`src/pkg/core_exec_consts.vh`:
```
// Constants for the instruction execution subset: opcodes, offsets, fields
`ifndef CORE_EXEC_CONSTS_VH
`define CORE_EXEC_CONSTS_VH

// Operation select codes on the instruction port
`define OP_NONE            3'h0
`define OP_WATCHDOG_CLEAR  3'h1
`define OP_CALL            3'h2
`define OP_COMPLEMENT_FILE 3'h3
`define OP_CLEAR_FILE      3'h4
`define OP_CLEAR_WORKING   3'h5
`define OP_DECREMENT_FILE  3'h6
`define OP_DECREMENT_SKIP  3'h7

// Register offsets on the software port
`define REG_STATUS         3'h0
`define REG_WORKING        3'h1
`define REG_PC_LATCH_HIGH  3'h2
`define REG_PC_LOW         3'h3
`define REG_PC_HIGH        3'h4
`define REG_WATCHDOG       3'h5
`define REG_FILE_INDEX     3'h6
`define REG_FILE_DATA      3'h7

// Status field positions
`define BIT_ZERO           2
`define BIT_POWER_DOWN     3
`define BIT_TIMEOUT        4

// Call target fields
`define LIT_HI             10
`define LATCH_PAGE_HI      4
`define LATCH_PAGE_LO      3

// Reset values
`define RST_BYTE           8'h00
`define RST_PC             13'h0000
`define RST_LATCH          5'h00
`define RST_FLAG_SET       1'b1

// Cycle counts of the two-cycle forms
`define CALL_CYCLES        2
`define SKIP_CYCLES        2

`endif

```
`src/logic/core_instr_exec_subset.v`:
```
// Execution unit for a subset of an 8-bit core's instructions
// Summary of operation
// - A watchdog clear forces the watchdog counter to zero.
// - A watchdog clear also zeroes the watchdog prescaler in the same cycle.
// - A watchdog clear sets timeout and power-down flags, nothing else.
// - A call first pushes the program counter plus one onto the stack.
// - A call loads its 11-bit literal into program counter bits 10 to 0.
// - A call loads counter bits 12 and 11 from latch-high bits 4 and 3.
// - A call takes two instruction cycles and alters no status flag.
// - A complement inverts the file register and updates the zero flag.
// - Destination bit zero sends results to working, one to the file.
// - A clear-file writes zero to the addressed file and sets zero flag.
// - A clear-working writes zero to working and sets the zero flag.
// - A decrement subtracts one, routes by destination, updates zero.
// - A decrement-and-skip subtracts one, routes, leaves flags alone.
// - A zero decrement-and-skip result discards the next instruction.
//
// Our own choices: the plain strobed port and the register offsets.
`include "core_exec_consts.vh"

module core_instr_exec_subset #(
   parameter PRE_W = 7,                 // Watchdog prescaler width
   parameter WDT_W = 8,                 // Watchdog counter width
   parameter SP_W  = 3                  // Stack pointer width
) (
   input  wire        clk_sys,          // Instruction clock
   input  wire        rst_b,            // Asynchronous reset, active low
   input  wire        instr_valid,      // Instruction offered
   input  wire [2:0]  instr_op,         // Operation select
   input  wire [6:0]  instr_file,       // File register address
   input  wire        instr_dest,       // 0 working, 1 file
   input  wire [10:0] instr_literal,    // Call literal
   output wire        instr_ready,      // Instruction taken when high
   output reg         skip_taken,       // Pulse: next instruction dropped
   output reg         watchdog_expired, // Pulse: watchdog overflow
   output reg  [12:0] program_counter,  // Current program counter
   output wire [12:0] stack_top,        // Top of return stack
   input  wire [2:0]  reg_addr,         // Register address
   input  wire [7:0]  reg_wdata,        // Register write data
   input  wire        reg_wr,           // Write strobe
   input  wire        reg_rd,           // Read strobe
   output reg  [7:0]  reg_rdata         // Read data, cycle after strobe
);

   // One-hot sequencer states; each two-cycle form owns a state
   localparam ST_RUN   = 3'b001;
   localparam ST_CALL2 = 3'b010;
   localparam ST_SKIP2 = 3'b100;
   localparam DEPTH    = 1 << SP_W;

   // Architectural state; file and stack memories carry no reset
   reg  [2:0]       state;
   reg  [2:0]       next_state;
   reg  [7:0]       working;
   reg  [4:0]       pc_latch_high;
   reg              zero_flag;
   reg              timeout_flag;
   reg              power_down_flag;
   reg  [WDT_W-1:0] watchdog_counter;
   reg  [PRE_W-1:0] watchdog_prescale;
   reg  [6:0]       file_index;
   reg  [SP_W-1:0]  stack_ptr;
   reg  [12:0]      stack_mem [0:DEPTH-1];
   reg  [7:0]       file_mem  [0:127];

   // Decode and datapath nets of the offered instruction
   wire             take;
   wire [7:0]       file_val;
   reg  [7:0]       result;
   reg              to_file;
   reg              to_working;
   reg              zero_upd;
   reg  [12:0]      next_pc;

   // Only the two-cycle forms hold off the next instruction
   assign instr_ready = (state == ST_RUN);
   assign take        = instr_valid & instr_ready;
   assign file_val    = file_mem[instr_file];
   assign stack_top   = stack_mem[stack_ptr - 1'b1];

   // Counter padded to a byte for the read port; a wider counter
   // shows only its low eight bits
   wire [7:0]       watchdog_byte;
   genvar           g;
   generate
      for (g = 0; g < 8; g = g + 1) begin : g_watchdog_byte
         if (g < WDT_W) begin : g_bit
            assign watchdog_byte[g] = watchdog_counter[g];
         end else begin : g_pad
            assign watchdog_byte[g] = 1'b0;
         end
      end
   endgenerate

   // True for operations whose result follows the destination bit
   function routed;
      input [2:0] op;
      begin
         routed = (op == `OP_COMPLEMENT_FILE) ||
                  (op == `OP_DECREMENT_FILE)  ||
                  (op == `OP_DECREMENT_SKIP);
      end
   endfunction

   // True for operations that update the zero flag from the result
   function sets_zero;
      input [2:0] op;
      begin
         sets_zero = (op == `OP_COMPLEMENT_FILE) ||
                     (op == `OP_DECREMENT_FILE)  ||
                     (op == `OP_CLEAR_FILE)      ||
                     (op == `OP_CLEAR_WORKING);
      end
   endfunction

   // Result datapath and write routing
   always @* begin
      result     = `RST_BYTE;
      to_file    = 1'b0;
      to_working = 1'b0;
      zero_upd   = 1'b0;
      if (take) begin
         case (instr_op)
            `OP_COMPLEMENT_FILE: result = ~file_val;
            `OP_DECREMENT_FILE:  result = file_val - 8'h01;
            `OP_DECREMENT_SKIP:  result = file_val - 8'h01;
            default:             result = `RST_BYTE;
         endcase
         if (routed(instr_op)) begin
            to_file    = instr_dest;
            to_working = ~instr_dest;
         end
         if (instr_op == `OP_CLEAR_FILE)
            to_file = 1'b1;
         if (instr_op == `OP_CLEAR_WORKING)
            to_working = 1'b1;
         zero_upd = sets_zero(instr_op);
      end
   end

   // Sequencer and program counter next values
   always @* begin
      next_state = state;
      next_pc    = program_counter;
      case (state)
         ST_RUN: begin
            if (take) begin
               if (instr_op == `OP_CALL) begin
                  next_pc = {pc_latch_high[`LATCH_PAGE_HI:`LATCH_PAGE_LO],
                             instr_literal[`LIT_HI:0]};
                  next_state = ST_CALL2;
               end else if (instr_op == `OP_DECREMENT_SKIP &&
                            result == `RST_BYTE) begin
                  next_pc = program_counter + 13'h0001;
                  next_state = ST_SKIP2;
               end else begin
                  next_pc = program_counter + 13'h0001;
               end
            end
         end
         ST_CALL2: next_state = ST_RUN;
         ST_SKIP2: begin
            // discarded slot runs as a no-operation
            next_pc    = program_counter + 13'h0001;
            next_state = ST_RUN;
         end
         default: next_state = ST_RUN;
      endcase
   end

   // State, program counter and skip pulse
   always @(posedge clk_sys or negedge rst_b) begin
      if (!rst_b) begin
         state           <= ST_RUN;
         program_counter <= `RST_PC;
         skip_taken      <= 1'b0;
      end else begin
         state           <= next_state;
         program_counter <= next_pc;
         skip_taken      <= (next_state == ST_SKIP2);
      end
   end

   // Return stack: pointer wraps, so an overflow overwrites the oldest
   always @(posedge clk_sys or negedge rst_b) begin
      if (!rst_b) begin
         stack_ptr <= {SP_W{1'b0}};
      end else if (take && instr_op == `OP_CALL) begin
         stack_ptr <= stack_ptr + 1'b1;
      end
   end

   always @(posedge clk_sys) begin
      if (take && instr_op == `OP_CALL)
         stack_mem[stack_ptr] <= program_counter + 13'h0001;
   end

   // File registers; the instruction write wins over a software write
   // Software reaches a file only through the index register
   always @(posedge clk_sys) begin
      if (to_file)
         file_mem[instr_file] <= result;
      else if (reg_wr && reg_addr == `REG_FILE_DATA)
         file_mem[file_index] <= reg_wdata;
   end

   // Working register, latch-high and file index
   always @(posedge clk_sys or negedge rst_b) begin
      if (!rst_b) begin
         working       <= `RST_BYTE;
         pc_latch_high <= `RST_LATCH;
         file_index    <= 7'h00;
      end else begin
         if (to_working)
            working <= result;
         else if (reg_wr && reg_addr == `REG_WORKING)
            working <= reg_wdata;
         if (reg_wr && reg_addr == `REG_PC_LATCH_HIGH)
            pc_latch_high <= reg_wdata[4:0];
         if (reg_wr && reg_addr == `REG_FILE_INDEX)
            file_index <= reg_wdata[6:0];
      end
   end

   // Zero flag; an instruction update takes priority over software
   always @(posedge clk_sys or negedge rst_b) begin
      if (!rst_b) begin
         zero_flag <= 1'b0;
      end else if (zero_upd) begin
         // clear forms yield zero and so set the flag
         zero_flag <= (result == `RST_BYTE);
      end else if (reg_wr && reg_addr == `REG_STATUS) begin
         zero_flag <= reg_wdata[`BIT_ZERO];
      end
   end

   // Watchdog: prescaler carries into the counter; clear beats overflow
   always @(posedge clk_sys or negedge rst_b) begin
      if (!rst_b) begin
         watchdog_prescale <= {PRE_W{1'b0}};
         watchdog_counter  <= {WDT_W{1'b0}};
         timeout_flag      <= `RST_FLAG_SET;
         power_down_flag   <= `RST_FLAG_SET;
         watchdog_expired  <= 1'b0;
      end else if (take && instr_op == `OP_WATCHDOG_CLEAR) begin
         watchdog_counter  <= {WDT_W{1'b0}};
         watchdog_prescale <= {PRE_W{1'b0}};
         timeout_flag      <= 1'b1;
         power_down_flag   <= 1'b1;
         watchdog_expired  <= 1'b0;
      end else begin
         watchdog_prescale <= watchdog_prescale + 1'b1;
         watchdog_expired  <= 1'b0;
         if (&watchdog_prescale) begin
            watchdog_counter <= watchdog_counter + 1'b1;
            if (&watchdog_counter) begin
               // Flag is active low: zero marks a watchdog overflow
               timeout_flag     <= 1'b0;
               watchdog_expired <= 1'b1;
            end
         end
      end
   end

   // Read data stand only in the cycle after the strobe
   always @(posedge clk_sys or negedge rst_b) begin
      if (!rst_b) begin
         reg_rdata <= `RST_BYTE;
      end else if (reg_rd) begin
         case (reg_addr)
            `REG_STATUS:        reg_rdata <= {3'h0, timeout_flag,
                                              power_down_flag, zero_flag,
                                              2'h0};
            `REG_WORKING:       reg_rdata <= working;
            `REG_PC_LATCH_HIGH: reg_rdata <= {3'h0, pc_latch_high};
            `REG_PC_LOW:        reg_rdata <= program_counter[7:0];
            `REG_PC_HIGH:       reg_rdata <= {3'h0, program_counter[12:8]};
            `REG_WATCHDOG:      reg_rdata <= watchdog_byte;
            `REG_FILE_INDEX:    reg_rdata <= {1'b0, file_index};
            `REG_FILE_DATA:     reg_rdata <= file_mem[file_index];
            default:            reg_rdata <= `RST_BYTE;
         endcase
      end else begin
         reg_rdata <= `RST_BYTE;
      end
   end

endmodule

```
`config.mk`:
```
export PLATFORM = sky130hd
export DESIGN_NAME = core_instr_exec_subset
export DESIGN_NICKNAME = d
export VERILOG_FILES = /design/src/logic/core_instr_exec_subset.v
export VERILOG_INCLUDE_DIRS = /design/src /design/src/pkg
export SDC_FILE = /design/constraint.sdc
export NUM_CORES = 2
export LEC_CHECK = 0
export BUFFER_PORTS_ARGS = -buffer_cell sky130_fd_sc_hd__buf_2
export CAP_MARGIN = 25
export CELL_PAD_IN_SITES_DETAIL_PLACEMENT = 0
export CELL_PAD_IN_SITES_GLOBAL_PLACEMENT = 1
export CORE_ASPECT_RATIO = 0.9
export CORE_MARGIN = 2
export CORE_UTILIZATION = 52
export DETAILED_ROUTE_END_ITERATION = 12
export PLACE_DENSITY_LB_ADDON = 0.15
export RECOVER_POWER = 25
export SKIP_LAST_GASP = 1
export SLEW_MARGIN = 15
export SYNTH_ARGS = -nofsm -noshare
export SYNTH_HDL_FRONTEND = slang
export SYNTH_SLANG_ARGS = --single-unit
```
`constraint.sdc`:
```
create_clock -name clk_sys -period 11.1 [get_ports clk_sys]
set_clock_uncertainty 0.1 [all_clocks]
set_input_delay 1.665 -clock clk_sys [delete_from_list [all_inputs] [get_ports clk_sys]]
set_output_delay 1.665 -clock clk_sys [all_outputs]
set_load 0.005 [all_outputs]
```
==> flow_results.xml <==
<?xml version="1.0" encoding="UTF-8"?>
<metrics>
  <group name="status">
    <metric name="result_of_the_run" unit="">complete, but fails checks</metric>
    <metric name="violations_in_the_final_reports" unit="">max-capacitance violations, max-slew violations</metric>
  </group>
  <group name="worst_setup_path">
    <metric name="timing.critical_path.mode_cell" unit="">clkbuf_1</metric>
    <metric name="crit_path_end_kind" unit="">register</metric>
    <metric name="cp.arrival" unit="ns">8.41</metric>
    <metric name="crit_path_required_time" unit="ns">11.37</metric>
    <metric name="crit_path_category" unit="">reg -&gt; reg</metric>
    <metric name="cp_slowest_stage_delay" unit="ns">2.63</metric>
    <metric name="timing.rr.start" unit="">file_index[0]</metric>
    <metric name="worst_setup_path_startpoint" unit="">file_index[0]</metric>
    <metric name="timing.critical_path.from_type" unit="">register</metric>
    <metric name="worst-r2r-cell-count" unit="">6</metric>
    <metric name="worstPathCellList" unit="">clkbuf_1 &gt; mux2i_1 &gt; or3_1 &gt; clkbuf_1 &gt; nor2_1 &gt; clkbuf_1</metric>
    <metric name="critical_path.max_fanout" unit="">38</metric>
    <metric name="worst_path_max_delay_cell" unit="">clkbuf_1</metric>
  </group>
  <group name="sta">
    <metric name="max_freq" unit="GHz">0.123</metric>
    <metric name="final_min_period_over_clock_period" unit="%">73.3</metric>
    <metric name="grt_setup_unrepaired" unit="">false</metric>
    <metric name="post-route-min-period" unit="ns">8.14</metric>
    <metric name="hold_viol" unit="">0</metric>
    <metric name="slew_viol_final" unit="">172</metric>
    <metric name="totalNegativeSetupSlack" unit="ns">0</metric>
    <metric name="slew-limit-headroom" unit="%">-147</metric>
    <metric name="setup_violations" unit="">0</metric>
    <metric name="worst-slew-pin-transition" unit="ns">3.70</metric>
  </group>
  <group name="logic_synthesis">
    <metric name="synth_area_per_cell" unit="um^2">17.5</metric>
    <metric name="synth.cell_area" unit="um^2">56500</metric>
    <metric name="synth.lib_cells_used.distinct" unit="">68</metric>
    <metric name="postSynthRegisterBits" unit="">1194</metric>
    <metric name="post_synth_inst_count" unit="">3223</metric>
    <metric name="yosys_warnings" unit="">0</metric>
    <metric name="netlist.area_leader.share" unit="%">59.9</metric>
    <metric name="synth.yosys.seq_area_share" unit="%">62.9</metric>
    <metric name="synth_top_area_cell" unit="">edfxtp_1</metric>
    <metric name="number_of_enable_flip_flop_cells_after_synthesis" unit="">1128</metric>
    <metric name="synth-async-reset-ratio" unit="%">5.53</metric>
    <metric name="dominant_synthesized_flop_cell" unit="">edfxtp_1</metric>
    <metric name="syn_nets" unit="">3267</metric>
    <metric name="synth.area.top_cells" unit="">edfxtp_1 60%, mux4_2 18%, mux2i_1 6.5%, dfrtp_1 2.8%, a22oi_1 1.9%</metric>
  </group>
  <group name="clocking">
    <metric name="cts_hold_buf" unit="">0</metric>
    <metric name="cts_max_level" unit="">3</metric>
    <metric name="clock_insertion_delay_worst_skew" unit="ns">0.75</metric>
    <metric name="worst_setup_hold_path_clk_slew" unit="ns">0.06</metric>
    <metric name="total_cts_buffers" unit="">121</metric>
    <metric name="clock_path_buffers" unit="">3</metric>
    <metric name="cts_sinks" unit="">1194</metric>
    <metric name="cts-resized-gates" unit="">0</metric>
    <metric name="tritoncts" unit="">done</metric>
    <metric name="post-cts-setup-buffer-count" unit="">0</metric>
    <metric name="cts_root_buffer" unit="">clkbuf_16</metric>
  </group>
  <group name="die">
    <metric name="initial_core_util" unit="%">52.5</metric>
    <metric name="die_w" unit="um">351</metric>
    <metric name="design.portCount" unit="">75</metric>
    <metric name="core" unit="um^2">108000</metric>
    <metric name="placementRows" unit="">114</metric>
    <metric name="design.die.area" unit="um^2">111000</metric>
    <metric name="die_height" unit="um">317</metric>
  </group>
  <group name="grt">
    <metric name="globalRoute.totalOverflow" unit="">0</metric>
    <metric name="grt.total_usage" unit="%">31.1</metric>
    <metric name="first_pass_grt_wire_length" unit="um">244000</metric>
    <metric name="antenna_found_initial" unit="">9</metric>
    <metric name="grt_pass1_vias" unit="">33200</metric>
    <metric name="grt_start_max_net_pins" unit="">129</metric>
  </group>
  <group name="power">
    <metric name="p_leak" unit="uW">0.0210</metric>
    <metric name="power.density" unit="nW/um^2">188</metric>
    <metric name="vdd_ir_drop_max" unit="mV">0.146</metric>
  </group>
  <group name="cells_and_area">
    <metric name="final_nets" unit="">3382</metric>
    <metric name="final_cell_count_no_fill" unit="">4892</metric>
    <metric name="final_layout_size_suffix_gt1_share" unit="%">25.3</metric>
    <metric name="area.growth.synth_to_final" unit="%">11.3</metric>
  </group>
  <group name="drt">
    <metric name="drt_iter0_drc" unit="">4866</metric>
    <metric name="route.detailed.wl_per_inst" unit="um">35.0</metric>
    <metric name="post_drt_via_cell_ratio" unit="">6.93</metric>
    <metric name="drtAntennaViolNets" unit="">0</metric>
    <metric name="route.final.wire_length" unit="um">171000</metric>
    <metric name="drc" unit="">0</metric>
    <metric name="num_vias" unit="">33900</metric>
    <metric name="drt-pass1-iter-count" unit="">6</metric>
  </group>
  <group name="min_path">
    <metric name="hold_start" unit="">watchdog_prescale[0]</metric>
    <metric name="whs_path_depth" unit="">1</metric>
    <metric name="holdCritPathClass" unit="">reg -&gt; reg</metric>
  </group>
  <group name="place">
    <metric name="gp_congestion" unit="">0.932</metric>
    <metric name="port_buffers" unit="">74</metric>
    <metric name="post-dp-hpwl" unit="um">114000</metric>
    <metric name="placed_cells_incl_taps" unit="">4647</metric>
  </group>
  <group name="run">
    <metric name="maxCapViolations" unit="">4</metric>
  </group>
</metrics>
-- cell families after synthesis --
| group | share of synthesized area, % |
|---|---|
| buffers and inverters | 2.43 |
| adders and majority gates | 0.133 |
| muxes | 25.5 |
| xor gates and xnor gates | 0.434 |
| DFF | 62.9 |
| and+or+nand+nor | 4.16 |
| AOI/OAI and AO/OA | 4.48 |
-- metal layers --
layer | GRT usage (%) | vias to the layer above | part of all wire, %
met5 | 0 | - | 0.0082
met4 | 11.4 | 2 | 4.0
met2 | 46.4 | 2078 | 45
met1 | 45.0 | 17900 | 40
met3 | 7.29 | 338 | 11
li1 | - | 13600 | -
-- cells in the final DEF (no fill, tap or decap), drive strengths merged, types with 64 or more instances in the layout --
cell type  synthesis  final
a22oi            141    141
buf              128    160
clkbuf           109    219
dfrtp             64     64
edfxtp          1128   1128
mux2i            365    365
mux4             460    460
nand2            130    130
nand3             68     68
nor2             195    195
-- final timing paths --
kind | endpoint | slack [ns]
setup reg to reg | file_mem[41][3] | 2.96
max in group asynchronous | file_index[3] | 6.10
min in group asynchronous | program_counter[9] | 2.18
hold / removal | watchdog_prescale[0] | 0.39
hold reg to reg | watchdog_prescale[0] | 0.39
setup / recovery | file_mem[41][3] | 2.96
-- registers in the layout, indices dropped and copies added, names as in the netlist, 3 cells and up --
register,count
file_mem,1024
watchdog_prescale,7
state,3
working,8
stack_ptr,3
stack_mem,104
program_counter,13
pc_latch_high,5
file_index,7
watchdog_byte,8
reg_rdata,8
-- through the flow --
stage | setup slack [ns] | total power (uW) | util [%] | hold slack [ns] | instance area [um^2]
floorplan | 0.706 | 6830 | - | 0.355 | 56500
global placement | 3.35 | 7630 | 54.1 | 0.369 | 58200
detailed placement | 3.15 | 7680 | 54.7 | 0.381 | 58800
CTS | 3.91 | 11900 | 58.5 | 0.390 | 62900
global route | 2.23 | 12200 | 58.5 | 0.404 | 62900
finish | 2.96 | 11800 | 58.5 | 0.390 | 62900
-- worst max-delay path, delay by kind of cell (launching register included) --
| kind | cells | cell delay, ns |
|---|---|---|
| and+or+nand+nor | 2 | 1.35 |
| DFF | 1 | 2.07 |
| muxes | 1 | 0.65 |
| buffers and inverters | 3 | 3.54 |
-- cell type report --
cell class / count / area (um^2)
Multi-Input combinational cell: 1777 / 19700
Inverter: 15 / 58.8
Antenna cell: 2 / 5.00
Timing Repair Buffer: 229 / 1620
Tap cell: 1450 / 1810
Sequential cell: 1194 / 35500
Clock buffer: 151 / 3180
Fill cell: 8124 / 44700
Clock inverter: 74 / 922
-- synth_stat cells (54+ instances only) --
cell type  count
dfrtp_1       64
buf_2         57
a21oi_1       54
o21ai_0       56
a22oi_1      141
clkbuf_1     109
nand3_1       68
nor2_1       195
nand2_1      130
edfxtp_1    1128
mux4_2       460
mux2i_1      365
-- where the power goes --
part	internal [uW]	switching, uW
Clock	2460	1780
Sequential	5080	139
Combinational	1070	1320
No activity file was read; power rests on OpenSTA's default activity.
